==> config.mk <==
export PLATFORM = sky130hd
export DESIGN_NAME = periodic_power_ctl
export DESIGN_NICKNAME = d
export VERILOG_FILES = /design/src/rtl/window_timer.v /design/src/rtl/pin_mux.v /design/src/rtl/periodic_power_ctl.v
export VERILOG_INCLUDE_DIRS = /design/src /design/src/rtl
export SDC_FILE = /design/constraint.sdc
export NUM_CORES = 1
export LEC_CHECK = 0
export BUFFER_PORTS_ARGS = -buffer_cell sky130_fd_sc_hd__buf_2
export CAP_MARGIN = 30
export CORE_UTILIZATION = 55
export DETAILED_ROUTE_END_ITERATION = 10
export PLACE_DENSITY = 0.87
export SLEW_MARGIN = 20
export SYNTH_ARGS = -nofsm -noshare
export SYNTH_HDL_FRONTEND = slang
export SYNTH_SLANG_ARGS = --single-unit
==> constraint.sdc <==
create_clock -name MCLK -period 4.05 [get_ports MCLK]
set_clock_uncertainty 0.05 [all_clocks]
set_input_delay 0.405 -clock MCLK [delete_from_list [all_inputs] [get_ports MCLK]]
set_output_delay 0.405 -clock MCLK [all_outputs]
set_load 0.005 [all_outputs]
==> src/rtl/power_ctl_defines.vh <==
`ifndef POWER_CTL_DEFINES_VH
`define POWER_CTL_DEFINES_VH

// Field positions within the first low control register of the calendar unit.
`define POWER_ENABLE_BIT    10
`define POWER_POLARITY_BIT  9

// Output select code that routes the power switch signal to the calendar pin.
`define PIN_SEL_POWER_CTL   3'h3
`define PIN_SEL_WIDTH       3

// Default window lengths, in timebase ticks.
`define STAB_TICKS_DEFAULT  16'h0004
`define SAMPLE_TICKS_DEFAULT 16'h0004
`define WINDOW_WIDTH        16

// Sequencer states.
`define ST_IDLE             2'h0
`define ST_STABLE           2'h1
`define ST_SAMPLE           2'h2

`endif

==> src/rtl/window_timer.v <==
`timescale 1ns/1ps
`include "power_ctl_defines.vh"

// Loadable down-counter that flags expiry after a programmed number of ticks.
module window_timer #(
  parameter WIDTH = 16
) (
  input  wire             clk,
  input  wire             resetn,
  input  wire             load,
  input  wire [WIDTH-1:0] length,
  input  wire             tick,
  output wire             expired
);

  reg [WIDTH-1:0] count;
  reg             running;

  // A zero length still lasts one tick so a window never vanishes entirely.
  always @(posedge clk) begin
    if (!resetn) begin
      count   <= {WIDTH{1'b0}};
      running <= 1'b0;
    end else if (load) begin
      count   <= (length == {WIDTH{1'b0}}) ? {{(WIDTH-1){1'b0}}, 1'b1} : length;
      running <= 1'b1;
    end else if (running && tick) begin
      count <= count - {{(WIDTH-1){1'b0}}, 1'b1};
      if (count == {{(WIDTH-1){1'b0}}, 1'b1})
        running <= 1'b0;
    end
  end

  // Expiry is a single pulse on the tick that empties the counter.
  assign expired = running && tick && (count == {{(WIDTH-1){1'b0}}, 1'b1});

endmodule

==> src/rtl/pin_mux.v <==
`timescale 1ns/1ps
`include "power_ctl_defines.vh"

// Drives the calendar pin from the power switch signal when selected.
module pin_mux (
  input  wire       clk,
  input  wire       resetn,
  input  wire       pin_enable,
  input  wire [2:0] pin_select,
  input  wire       power_level,
  output reg        pin_out,
  output reg        pin_oe
);

  // Registered so the pin never glitches while the select field changes.
  always @(posedge clk) begin
    if (!resetn) begin
      pin_out <= 1'b0;
      pin_oe  <= 1'b0;
    end else begin
      pin_oe  <= pin_enable && (pin_select == `PIN_SEL_POWER_CTL);
      pin_out <= pin_enable && (pin_select == `PIN_SEL_POWER_CTL) && power_level;
    end
  end

endmodule

==> src/rtl/periodic_power_ctl.v <==
// Notes on behaviour
// - Autonomously power up, settle, sample, then power down the peripheral, periodically.
// - The sequencer runs only while the calendar unit's module enable is 1; the pin routing runs regardless.
// - Enable bit 10 of control register one switches power control on or off.
// - Pin carries the switch signal only with pin enable 1 and select 011.
// - Bit 9 of control register one selects active-high or active-low output.
// - The repeat enable lets a periodic repeat event that arrives while idle start a new cycle.
// - When enabled and running, drive a power output and a sample gate.
// - The stability window starts when the power output is asserted.
// - After stability, the sample gate is asserted for the sample window.
// - At sample window expiry, gate and power both drop, powering down.
`timescale 1ns/1ps
`include "power_ctl_defines.vh"

module periodic_power_ctl #(
  parameter WIDTH = `WINDOW_WIDTH
) (
  // Clock and reset.
  input  wire             MCLK,
  input  wire             RESETN,
  // Calendar unit timebase.
  input  wire             TIMEBASE_TICK,
  input  wire             REPEAT_EVENT,
  // Configuration bits.
  input  wire             CALENDAR_MODULE_ENABLE,
  input  wire [15:0]      CALENDAR_CONTROL1_LOW,
  input  wire             PERIODIC_REPEAT_ENABLE,
  input  wire             CALENDAR_PIN_OUTPUT_ENABLE,
  input  wire [2:0]       CALENDAR_PIN_OUTPUT_SELECT,
  input  wire [WIDTH-1:0] STABILITY_TICKS,
  input  wire [WIDTH-1:0] SAMPLE_TICKS,
  // Outputs.
  output reg              EXTERNAL_POWER_SWITCH_SIGNAL,
  output reg              SAMPLE_GATE,
  output wire             CALENDAR_PIN_OUT,
  output wire             CALENDAR_PIN_OE,
  output wire [1:0]       SEQUENCE_STATE
);

  reg  [1:0] state;
  reg  [1:0] next_state;
  wire       active;
  wire       polarity;
  wire       start;
  wire       stab_done;
  wire       sample_done;

  // The sequencer is qualified by the module enable and its own enable; the pin routing is not.
  assign active   = CALENDAR_MODULE_ENABLE && CALENDAR_CONTROL1_LOW[`POWER_ENABLE_BIT];
  assign polarity = CALENDAR_CONTROL1_LOW[`POWER_POLARITY_BIT];
  // A cycle only begins on a repeat event with repetition enabled.
  assign start    = active && PERIODIC_REPEAT_ENABLE && REPEAT_EVENT
                    && (state == `ST_IDLE);

  // Next-state logic; dropping the enable aborts at once so power is removed.
  always @* begin
    next_state = state;
    if (!active) begin
      next_state = `ST_IDLE;
    end else begin
      case (state)
        `ST_IDLE: begin
          if (start)
            next_state = `ST_STABLE;
        end
        `ST_STABLE: begin
          if (stab_done)
            next_state = `ST_SAMPLE;
        end
        `ST_SAMPLE: begin
          if (sample_done)
            next_state = `ST_IDLE;
        end
        default: begin
          next_state = `ST_IDLE;
        end
      endcase
    end
  end

  // State register and registered outputs.
  // Reset parks the power output at its idle level, so that an active-low
  // switch is not pulsed on through the pin in the cycle after release.
  always @(posedge MCLK) begin
    if (!RESETN) begin
      state                        <= `ST_IDLE;
      SAMPLE_GATE                  <= 1'b0;
      EXTERNAL_POWER_SWITCH_SIGNAL <= polarity;
    end else begin
      state       <= next_state;
      SAMPLE_GATE <= (next_state == `ST_SAMPLE);
      // Inactive level follows the polarity so the peripheral stays unpowered.
      EXTERNAL_POWER_SWITCH_SIGNAL <= (next_state != `ST_IDLE) ^ polarity;
    end
  end

  // Stability window timer, loaded as power is asserted.
  window_timer #(
    .WIDTH (WIDTH)
  ) stab_timer (
    .clk     (MCLK),
    .resetn  (RESETN && active),
    .load    (start),
    .length  (STABILITY_TICKS),
    .tick    (TIMEBASE_TICK),
    .expired (stab_done)
  );

  // Sample window timer, loaded when the stability window closes.
  window_timer #(
    .WIDTH (WIDTH)
  ) sample_timer (
    .clk     (MCLK),
    .resetn  (RESETN && active),
    .load    (stab_done && (state == `ST_STABLE)),
    .length  (SAMPLE_TICKS),
    .tick    (TIMEBASE_TICK),
    .expired (sample_done)
  );

  // Pin routing; the level already carries the chosen polarity.
  pin_mux pin (
    .clk         (MCLK),
    .resetn      (RESETN),
    .pin_enable  (CALENDAR_PIN_OUTPUT_ENABLE),
    .pin_select  (CALENDAR_PIN_OUTPUT_SELECT),
    .power_level (EXTERNAL_POWER_SWITCH_SIGNAL),
    .pin_out     (CALENDAR_PIN_OUT),
    .pin_oe      (CALENDAR_PIN_OE)
  );

  assign SEQUENCE_STATE = state;

endmodule

* Word-level counts from Yosys, hierarchy flattened
Cells that the tools add are included.
Word-level totals: flip-flop bits (word level) 40, bits of input ports 58
Cells by class: reductions and logical operators 22, bitwise logic cells 1, equal/unequal tests 6, mux-type cells 18, add/subtract/negate cells 2
Operator list (count):
- 16-bit two-way mux | 6
- 16-bit by 1-bit == test with 1-bit output, second input constant | 2
- 16-bit logical NOT | 2
- 16-bit by 1-bit subtractor with 16-bit output, second input constant | 2
- 1-bit logical AND | 12
- 2-bit nonzero test | 5
- 2-bit two-way mux | 4
- 1-bit two-way mux | 7
- 2-bit case mux with 3 select lines | 1
- 2-bit == test, second input constant | 2
- 2-bit AND reduction | 2
- 3-bit by 2-bit == test with 1-bit output, second input constant | 1
- 2-bit by 1-bit == test with 1-bit output, second input constant | 1
- 2-bit logical NOT | 1
- 1-bit XOR | 1

* Longest topological paths before layout
Gate-level depths: netlist of run 1.
depth in word-level cells 10, gate-level depth with buffers 8, gate-level depth less buffers 7

* Hierarchy
From an unflattened synthesis of run 1, not the netlist that was laid out.
Unflattened totals: cell total of the unflattened synthesis 253, area, all modules 2174.6 µm²
Modules (own cells, without submodules):
- window_timer | cells each 114, times used 2, area each 967.2 µm², sequential area each 340.3 µm²
- periodic_power_ctl | cells each 20, times used 1, area each 177.7 µm², sequential area each 80.1 µm²
- pin_mux | cells each 5, times used 1, area each 62.6 µm², sequential area each 40.0 µm²

* Worst setup path before layout of run 1
Ideal clock, no wire load.
kind register to register, start point register stab_timer.count[7], end point register sample_timer.count[0], period minus slack after synthesis 1.818 ns, slack 2.232 ns, cell stages (with the launch flop) 6, arrival 1.635 ns, setup time 0.133 ns, cells stage by stage dfxtp_1 > or4_4 > nor4_4 > nand3_2 > a311oi_1 > a211oi_2
On the way: longest elaborated chain between the ends 4, elaborated cells between the ends (all ways) 5
Ends and longest elaborated chain:
- start: declaration | line window_timer.v:16 | reg [WIDTH-1:0] count;
- start signal: assignment | line window_timer.v:22 | count <= {WIDTH{1'b0}};
- start signal: assignment | line window_timer.v:25 | count <= (length == {WIDTH{1'b0}}) ? {{(WIDTH-1){1'b0}}, 1'b1} : length;
- start signal: assignment | line window_timer.v:28 | count <= count - {{(WIDTH-1){1'b0}}, 1'b1};
- 16-bit by 1-bit == test with 1-bit output (*) | line window_timer.v:35 | assign expired = running && tick && (count == {{(WIDTH-1){1'b0}}, 1'b1});
- 1-bit logical AND (*) | line window_timer.v:35
- 1-bit logical AND (*) | line periodic_power_ctl.v:115 | .load (stab_done && (state == `ST_STABLE)),
- 16-bit two-way mux / 2-bit nonzero test (equally long branches)
- end signal: assignment | line window_timer.v:22
- end signal: assignment | line window_timer.v:25
- end signal: assignment | line window_timer.v:28
- end: declaration | line window_timer.v:16
Mark *: on every way between the ends. The rest lies on a longest branch, timed or not. A chain may end at the register's enable or synchronous reset.

* Worst setup path after layout of run 1
Same ends and word-level chain as after synthesis.

==> impl_results.md, run 1 <==
* Status: finished, final reports clean
* CP startpoint: stab_timer.count[7]
* TritonCTS clock tree: built
* Antenna Violating Nets Remaining at 0
* Final hold vios at 0
* Share of layout cells above drive strength 1 at 0.231
* #FFs+latches synth at 40
* Top area cells in the synthesized netlist: dfxtp_1 37%, xnor2_1 6.5%, a21oi_1 5.6%, o21ai_0 4.9%, xor2_1 4.9%
* Die H at 64.5 um
* Post-synth top flop: dfxtp_1
* Reg2reg setup slack at 1470 ps
* Met1 GRT Util at 0.319
* Final Net Count at 355
* Core footprint at 0.00369 mm2
* Met2 GRT Util at 0.409
* Vias in the first global route at 1909
* GRT Overall Usage at 0.254
* H-tree Lvls at 2
* Synth top area share at 0.373
* Period minus WS final at 2580 ps
* Hold WC Path Type: in -> reg
* Avg Cell Area, Syn at 8.65 um2
* Clock Latency Late Sink at 300 ps
* Number of synthesized flops with an enable pin at 0
* Drt wl/cell at 14.0 um
* Total die area at 0.00416 mm2
* Longest Clk Path Bufs at 2
* DRT iter0 DRCs at 135
* I/O Buffers at 49
* Num rows at 22
* Post-synth top area cell: dfxtp_1
* Crit Path Max Fanout at 34
* RSZ-0062 raised after global routing: false
* Global-route wire length before repair at 8220 um
* Worst VDD drop at 185 uV
* Sequential cell area at 801 um2
* DP Wirelength at 3360 um
* Startpoint Class: flop
* Worst Setup End Kind: flop
* Clock root buffer: clkbuf_8
* Filler cells at 296
* GRT busiest layer: met2
* Slew Limit Fails at 0
* Vias per cell at 5.90
* Seq/Total Area, Yosys at 0.373
* Setup TNS at 0 ps
* Ant. Diodes at 0
* Top-Level Pins at 64
* Syn Std Cell Area at 0.00215 mm2
* Worst-path clk slew at 80 ps
* Synth cell types at 45
* GRT overflow at 0
* Post-CTS resize count at 0
* Area growth syn-to-layout at 17.0%
* Max-Cap Viols at 0
* Multi-input logic area at 0.00127 mm2
* Die Wd at 64.5 um
* Arrival time at the worst endpoint at 2680 ps
* Async SR Flop Fraction at 0
* Worst-Margin Slew at 859 ps
* Setup violators final at 0
* Post-Route WL at 4790 um
* Initial Util at 0.582
* Slew HR at 0.427
* Hold Slack at 217 ps
* Clk sinks at 40
* Mapped Cells at 248
* First-pass detailed-route iteration total at 5
* Clock buffer count from CTS at 5
* Tcrit/Tclk final at 0.636
* Routability congestion estimate at 0.813
* Largest net degree at the start of global routing at 35
* Reg2Reg Launch Point: stab_timer.count[7]
* Place WS at 1530 ps
* Total power at 0.776 mW
* Lkg Pwr at 0.928 nW
* Power per cell area at 309 mW/mm2
* GRT met3 Usage at 0.0616
* Setup Crit Path Kind: reg -> reg
* Fin worst setup slack at 1470 ps
* Final core utilization at 0.681
* DRC violations left at 0
* Critical Path RT at 4160 ps
* HP Start: CALENDAR_PIN_OUTPUT_SELECT[2]
* Initial antenna violation count at 0
* Setup Buffers After CTS at 0
* Vias post-DR at 2017
* Fmax at 388 MHz
* YS warnings at 0
* CTS hold repair buffers at 0
* Mapped Nets at 310
[sequential cells by signal (all words and copies together), names as in the netlist]
name,count
stab_timer.running,1
EXTERNAL_POWER_SWITCH_SIGNAL,1
pin.pin_oe,1
sample_timer.count,16
SEQUENCE_STATE,2
stab_timer.count,16
pin.pin_out,1
SAMPLE_GATE,1
sample_timer.running,1
[critical path, cell delays in order, from the launching register on]
cell	delay, ps
dfxtp_1	360
or4_4	580
nor4_4	300
nand3_2	560
a311oi_1	510
a211oi_2	80
[cell usage after synthesis, types with 5 or more instances]
cell       n
dfxtp_1   40
a21oi_1   24
o21ai_0   21
nor2_1    20
xnor2_1   16
nand2_1   14
nor4_1    13
xor2_1    12
clkbuf_1   8
a211oi_1   7
nor3_1     7
nand3_1    6
inv_1      5
[cell usage in the layout, fill, tap and decap left out, types with 2 or more instances in the layout]
cell      count
o31ai_1       3
or4_4         3
nand4_1       4
nor2_1       20
nand2_1      14
and2_1        2
xnor2_1      16
nor3_1        7
buf_2        49
xor2_1       12
nor4_1       13
a211oi_1      7
or4_1         2
nand3_1       6
inv_1         5
nor2b_1       2
clkbuf_8      5
nand2b_1      3
or3_1         3
ha_1          4
and3_1        3
nand3b_1      2
o21ai_0      21
a21oi_1      24
nor3_4        3
dfxtp_1      40
[per-stage QoR]
stage	cells	cell area (um2)
after floorplan	248	2150
after global placement	334	2400
after detailed placement	334	2400
after CTS	342	2510
after global routing	342	2510
final	342	2510
[worst paths after layout]
| path | cells after the start | end |
|---|---|---|
| worst max-delay path | 5 | sample_timer.count[0] |
| worst min-delay path | 2 | pin.pin_oe |
| worst max register to register | 5 | sample_timer.count[0] |
| worst min register to register | 1 | pin.pin_out |
[per-layer routing]
metal,part of all wire,up-vias
met5,0,-
met1,0.47,952
li1,-,1004
met4,0.016,0
met3,0.048,7
met2,0.47,54
[logic make-up after synthesis]
family          synth area share
compound gates             0.179
xor+xnor                   0.114
fa+ha+maj                 0.0233
buf+inv                   0.0327
flops                      0.373
mux                      0.00466
simple gates               0.273
[report_power, final]
part / internal (mW) / total, mW / switching, mW / leakage (nW)
combinational: 0.0247 / 0.0521 / 0.0273 / 0.551
sequential: 0.395 / 0.397 / 0.00213 / 0.323
clock: 0.182 / 0.327 / 0.144 / 0.0541
total: 0.602 / 0.776 / 0.174 / 0.928
[area by class of cell]
class | instances | area share
well taps | 48 | 0.0239
clock inverters | 3 | 0.0169
clock buffers | 5 | 0.0274
multi-input cells | 192 | 0.508
flip-flops and latches | 40 | 0.319
inverters | 5 | 0.00747
repair buffers | 49 | 0.0977
No activity file was read; power rests on OpenSTA's default activity.
==> inputs of run 2 (changes only) <==
--- a/config.mk
+++ b/config.mk
@@ -8,9 +8,9 @@
 export LEC_CHECK = 0
 export BUFFER_PORTS_ARGS = -buffer_cell sky130_fd_sc_hd__buf_2
 export CAP_MARGIN = 30
-export CORE_UTILIZATION = 55
+export CORE_UTILIZATION = 51
 export DETAILED_ROUTE_END_ITERATION = 10
-export PLACE_DENSITY = 0.87
+export PLACE_DENSITY = 0.82
 export SLEW_MARGIN = 20
 export SYNTH_ARGS = -nofsm -noshare
 export SYNTH_HDL_FRONTEND = slang
==> constraint.sdc (replaced) <==
create_clock -name MCLK -period 2.7 [get_ports MCLK]
set_clock_uncertainty 0.05 [all_clocks]
set_input_delay 0.27 -clock MCLK [delete_from_list [all_inputs] [get_ports MCLK]]
set_output_delay 0.27 -clock MCLK [all_outputs]
set_load 0.005 [all_outputs]
==> impl_results.md, run 2 (synthesis gave the netlist of run 1 again) <==
* Status: finished, final reports clean
* I/O Buffers at 49 (unchanged)
* Drt wl/cell at 13.9 um (-0.85%)
* Worst Setup End Kind: flop
* Crit-path leading delay family: simple AND/OR/NAND/NOR gates
* Worst VDD drop at 240 uV (+30%)
* Largest net degree at the start of global routing at 24 (-31%)
* Clk sinks at 40 (unchanged)
* DP Wirelength at 3540 um (+5.4%)
* TritonCTS clock tree: built
* Final hold vios at 0 (unchanged)
* Ant. Diodes at 0 (unchanged)
* Critical Path RT at 2800 ps (-1360 ps)
* Cell area after placement at 0.00242 mm2 (+1.0%)
* Crit path largest cell delay at 580 ps (about the same)
* Final Net Count at 358 (+0.85%)
* Die H at 66.9 um (+3.7%)
* Commonest non-fill, non-tap cell in the layout: buf_2
* Top-Level Pins at 64 (unchanged)
* Max-Cap Viols at 0 (unchanged)
* Clock buffer count from CTS at 5 (unchanged)
* Power per cell area at 441 mW/mm2 (+43%)
* Setup Crit Path Kind: reg -> reg
* Startpoint Class: flop
* DRC violations left at 0 (unchanged)
* Sequential cell area at 801 um2 (unchanged)
* Worst path cell trace: or4_4, nor4_4, nand3_2, a311oi_1, a211oi_2
* Hold Slack at 97.1 ps (-120 ps)
* Antenna Violating Nets Remaining at 0 (unchanged)
* Global-route wire length before repair at 7900 um (-3.9%)
* Filler cells at 369 (+25%)
* DRT iter0 DRCs at 137 (+1.5%)
* Longest Clk Path Bufs at 2 (unchanged)
* Hold WC Path Type: in -> reg
* Fmax at 480 MHz (+24%)
* Initial Util at 0.533 (-0.0491)
* Crit Path Max Fanout at 4 (-88%)
* CTS hold repair buffers at 0 (unchanged)
* Slew HR at 0.419 (-0.00785)
* Design area at 0.00252 mm2 (+0.40%)
* RSZ-0062 raised after global routing: false
* Post-Route WL at 4800 um (+0.31%)
* Num rows at 23 (+4.5%)
* Total power at 1.11 mW (+43%)
* Slew Limit Fails at 0 (unchanged)
* Share of layout cells above drive strength 1 at 0.236 (+0.00519)
* Tcrit/Tclk final at 0.771 (+0.135)
* Cells after DPL at 339 (+1.5%)
* GRT overflow at 0 (unchanged)
* Multi-input logic area at 0.00127 mm2 (unchanged)
* Non-filler cells, final at 346 (+1.2%)
* Clock Latency Late Sink at 300 ps (about the same)
* Setup TNS at 0 ps (unchanged)
* Vias per cell at 5.64 (-4.4%)
* CP max stage cell: or4_4
* Arrival time at the worst endpoint at 2190 ps (-490 ps)
* Most frequent cells in the layout: 49 x buf_2, 40 x dfxtp_1, 24 x a21oi_1
* Buffers & Inverters on Critical Path at 0 (unchanged)
* H-tree Lvls at 2 (unchanged)
* First-pass detailed-route iteration total at 4 (-1)
* Area growth syn-to-layout at 17.5%
* Vias in the first global route at 1751 (-8.3%)
* Core footprint at 0.00403 mm2 (+9.2%)
* GRT Overall Usage at 0.235 (-0.0188)
* Lkg Pwr at 0.937 nW (+0.94%)
* Setup Buffers After CTS at 0 (unchanged)
* Vias post-DR at 1950 (-3.3%)
* Clock root buffer: clkbuf_8
* Initial antenna violation count at 0 (unchanged)
* Worst-Margin Slew at 863 ps (+3.82 ps)
* Die Wd at 66.9 um (+3.7%)
* Period minus WS final at 2080 ps (-496 ps)
* Post-CTS resize count at 0 (unchanged)
* Routability congestion estimate at 0.826 (+1.6%)
* Total die area at 0.00447 mm2 (+7.6%)
* Setup violators final at 0 (unchanged)
* Worst-path clk slew at 70 ps (about the same)
run 2: metrics by stage:
| stage | worst slack (ps) | util |
|---|---|---|
| floorplan | 882 | - |
| global placement | 683 | 0.602 |
| detailed placement | 650 | 0.602 |
| CTS | 636 | 0.626 |
| global route | 524 | 0.626 |
| finish | 618 | 0.626 |
run 2: final timing paths:
path	end	slack [ps]	start	cells past startpoint
max reg2reg	sample_timer.count[0]	620	stab_timer.count[7]	5
min reg2reg	pin.pin_out	420	EXTERNAL_POWER_SWITCH_SIGNAL	1
min	pin.pin_oe	100	CALENDAR_PIN_OUTPUT_SELECT[2]	2
max	sample_timer.count[0]	620	stab_timer.count[7]	5
run 2: report_power, final:
| group | internal, mW | leakage (nW) | switching [mW] |
|---|---|---|---|
| logic | 0.0375 | 0.563 | 0.0406 |
| registers | 0.593 | 0.323 | 0.00317 |
| clock network | 0.228 | 0.0503 | 0.211 |
| total | 0.858 | 0.937 | 0.255 |
run 2: area by class of cell:
| type | instances | share of cell area |
|---|---|---|
| well taps | 50 | 0.0248 |
| flip-flops and latches | 40 | 0.318 |
| multi-input cells | 192 | 0.506 |
| inverters | 5 | 0.00744 |
| repair buffers | 52 | 0.106 |
| clock buffers | 7 | 0.0382 |
run 2: metal layers:
layer / wire, um / track usage
met4: 27 / 0.0665
met2: 2250 / 0.376
met5: 0 / 0
met3: 224 / 0.0531
met1: 2300 / 0.313
==> inputs of run 3 (changes only) <==
--- a/config.mk
+++ b/config.mk
@@ -8,9 +8,9 @@
 export LEC_CHECK = 0
 export BUFFER_PORTS_ARGS = -buffer_cell sky130_fd_sc_hd__buf_2
 export CAP_MARGIN = 30
-export CORE_UTILIZATION = 51
+export CORE_UTILIZATION = 46
 export DETAILED_ROUTE_END_ITERATION = 10
-export PLACE_DENSITY = 0.82
+export PLACE_DENSITY = 0.78
 export SLEW_MARGIN = 20
 export SYNTH_ARGS = -nofsm -noshare
 export SYNTH_HDL_FRONTEND = slang
==> constraint.sdc (replaced) <==
create_clock -name MCLK -period 1.7 [get_ports MCLK]
set_clock_uncertainty 0.05 [all_clocks]
set_input_delay 0.17 -clock MCLK [delete_from_list [all_inputs] [get_ports MCLK]]
set_output_delay 0.17 -clock MCLK [all_outputs]
set_load 0.005 [all_outputs]
==> impl_results.md, run 3 (synthesis gave the netlist of run 1 again) <==
* Lkg Pwr at 1.15 nW (+22%)
* H-tree Lvls at 2 (unchanged)
* Drt wl/cell at 14.0 um (+0.78%)
* TritonCTS clock tree: built
* DRC violations left at 0 (unchanged)
* Clock Latency Late Sink at 290 ps (about the same)
* Non-filler cells, final at 388 (+12%)
* Total die area at 0.00494 mm2 (+11%)
* RSZ-0062 raised after global routing: true
* Die H at 70.3 um (+5.1%)
* Power per cell area at 601 mW/mm2 (+36%)
* Reg2reg setup slack at -130 ps (-740 ps)
* DP Wirelength at 4090 um (+16%)
* Worst-Margin Slew at 484 ps (-379 ps)
* Worst Setup End Kind: flop
* Period minus WS final at 1830 ps (-257 ps)
* Status: finished with violations
* Clk sinks at 40 (unchanged)
* Arrival time at the worst endpoint at 1970 ps (-220 ps)
* Fmax at 548 MHz (+14%)
* Ant. Diodes at 0 (unchanged)
* FF-to-FF End: sample_timer.count[3]
* Slew HR at 0.675 (+0.255)
* Vias per cell at 5.53 (-1.8%)
* Area growth syn-to-layout at 36.2%
* Most frequent cells in the layout: 49 x buf_2, 38 x dfxtp_1, 37 x buf_4
* Hold WC Path Type: in -> reg
* Place WS at -132 ps (-782 ps)
* Crit Path Max Fanout at 17 (+13)
* Core footprint at 0.00441 mm2 (+9.6%)
* First-pass detailed-route iteration total at 4 (unchanged)
* Filler cells at 370 (+0.27%)
* Routability congestion estimate at 0.829 (+0.41%)
* Die Wd at 70.3 um (+5.1%)
* Initial antenna violation count at 0 (unchanged)
* Top-Level Pins at 64 (unchanged)
* Initial Util at 0.486 (-0.0465)
* Cells after DPL at 379 (+12%)
* Clock buffer count from CTS at 5 (unchanged)
* Final Net Count at 397 (+11%)
* Share of layout cells above drive strength 1 at 0.369 (+0.133)
* I/O Buffers at 49 (unchanged)
* Worst VDD drop at 405 uV (+68%)
* Longest Clk Path Bufs at 2 (unchanged)
* Clock root buffer: clkbuf_8
* Fin worst setup slack at -125 ps (-743 ps)
* R2R cell count at 5 (unchanged)
* HP Start: CALENDAR_CONTROL1_LOW[9]
* Num rows at 24 (+4.3%)
* Antenna Violating Nets Remaining at 0 (unchanged)
* Setup Buffers After CTS at 0 (unchanged)
* Commonest non-fill, non-tap cell in the layout: buf_2
* Reg2Reg Launch Point: stab_timer.count[7]
* Vias post-DR at 2147 (+10%)
* Hold Path Stages at 2 (unchanged)
* Setup violators final at 20 (+20)
* Post-Route WL at 5430 um (+13%)
* Hold Slack at 12.7 ps (-84.4 ps)
* Vias in the first global route at 2054 (+17%)
* DRT iter0 DRCs at 110 (-20%)
* Total power at 1.76 mW (+58%)
* Tcrit/Tclk final at 1.07 (+0.303)
* GRT Overall Usage at 0.225 (-0.0102)
* Hold Crit Endpoint: EXTERNAL_POWER_SWITCH_SIGNAL
* Max-Cap Viols at 0 (unchanged)
* Critical Path RT at 1850 ps (-950 ps)
* Setup Crit Path Kind: reg -> reg
* GRT overflow at 0 (unchanged)
* Final hold vios at 0 (unchanged)
* Startpoint Class: flop
* Worst-path clk slew at 80 ps (about the same)
* Failing checks: setup timing
* Largest net degree at the start of global routing at 18 (-25%)
* Global-route wire length before repair at 8840 um (+12%)
* Slew Limit Fails at 0 (unchanged)
## run 3: worst max path at each step
stage / from / slack (ps) / cells past startpoint / to
2_1_floorplan: stab_timer.count[7] / -90 / 5 / sample_timer.count[0]
3_3_place_gp: stab_timer.count[7] / -120 / 6 / sample_timer.count[4]
3_5_place_dp: stab_timer.count[7] / -130 / 6 / sample_timer.count[6]
4_1_cts: stab_timer.count[7] / -120 / 6 / sample_timer.count[6]
5_1_grt: stab_timer.count[7] / -230 / 6 / stab_timer.count[15]
6_report: stab_timer.count[7] / -130 / 5 / sample_timer.count[3]
## run 3: layer usage
layer / vias up / routed length (um) / GRT usage
met5: - / 0 / 0
met2: 64 / 2730 / 0.378
li1: 1090 / - / -
met4: 0 / 94 / 0.0978
met3: 8 / 278 / 0.0462
met1: 985 / 2320 / 0.276
## run 3: final cells by class
type	count	area, um2	area share
clock buffers	7	86.3	0.0296
repair buffers	91	587	0.201
well taps	52	65.1	0.0223
inverters	5	18.8	0.00642
multi-input cells	192	1350	0.463
flip-flops and latches	40	803	0.275
clock inverters	1	7.51	0.00257
## run 3: power breakdown
group          total (mW)  switching (mW)  internal [mW]  leakage [nW]
sequential          0.945         0.00383          0.942         0.324
clock               0.660           0.330          0.330        0.0445
combinational       0.149          0.0765         0.0729         0.779
total                1.76           0.411           1.34          1.15
## run 3: repair_timing
action | in CTS | in global routing
endpoints found under the hold margin | 1 | 0
endpoints found under the setup margin | 22 | 29
hold buffers | 1 | 0
pin swaps | 10 | 8
gates resized for setup | 2 | 18
## run 3: metrics by stage
step	setup TNS [ps]	util	area, um2
after floorplan	-942	-	2170
after global placement	-1140	0.619	2730
after detailed placement	-1680	0.619	2730
after CTS	-1810	0.645	2850
after global routing	-4250	0.662	2920
final	-1420	0.662	2920
## run 3: critical path, cell delays in order (launching register included)
cell	delay, ps
dfxtp_2	320
or4_4	540
nor4_4	250
nand3_4	160
buf_12	180
a211oi_1	230
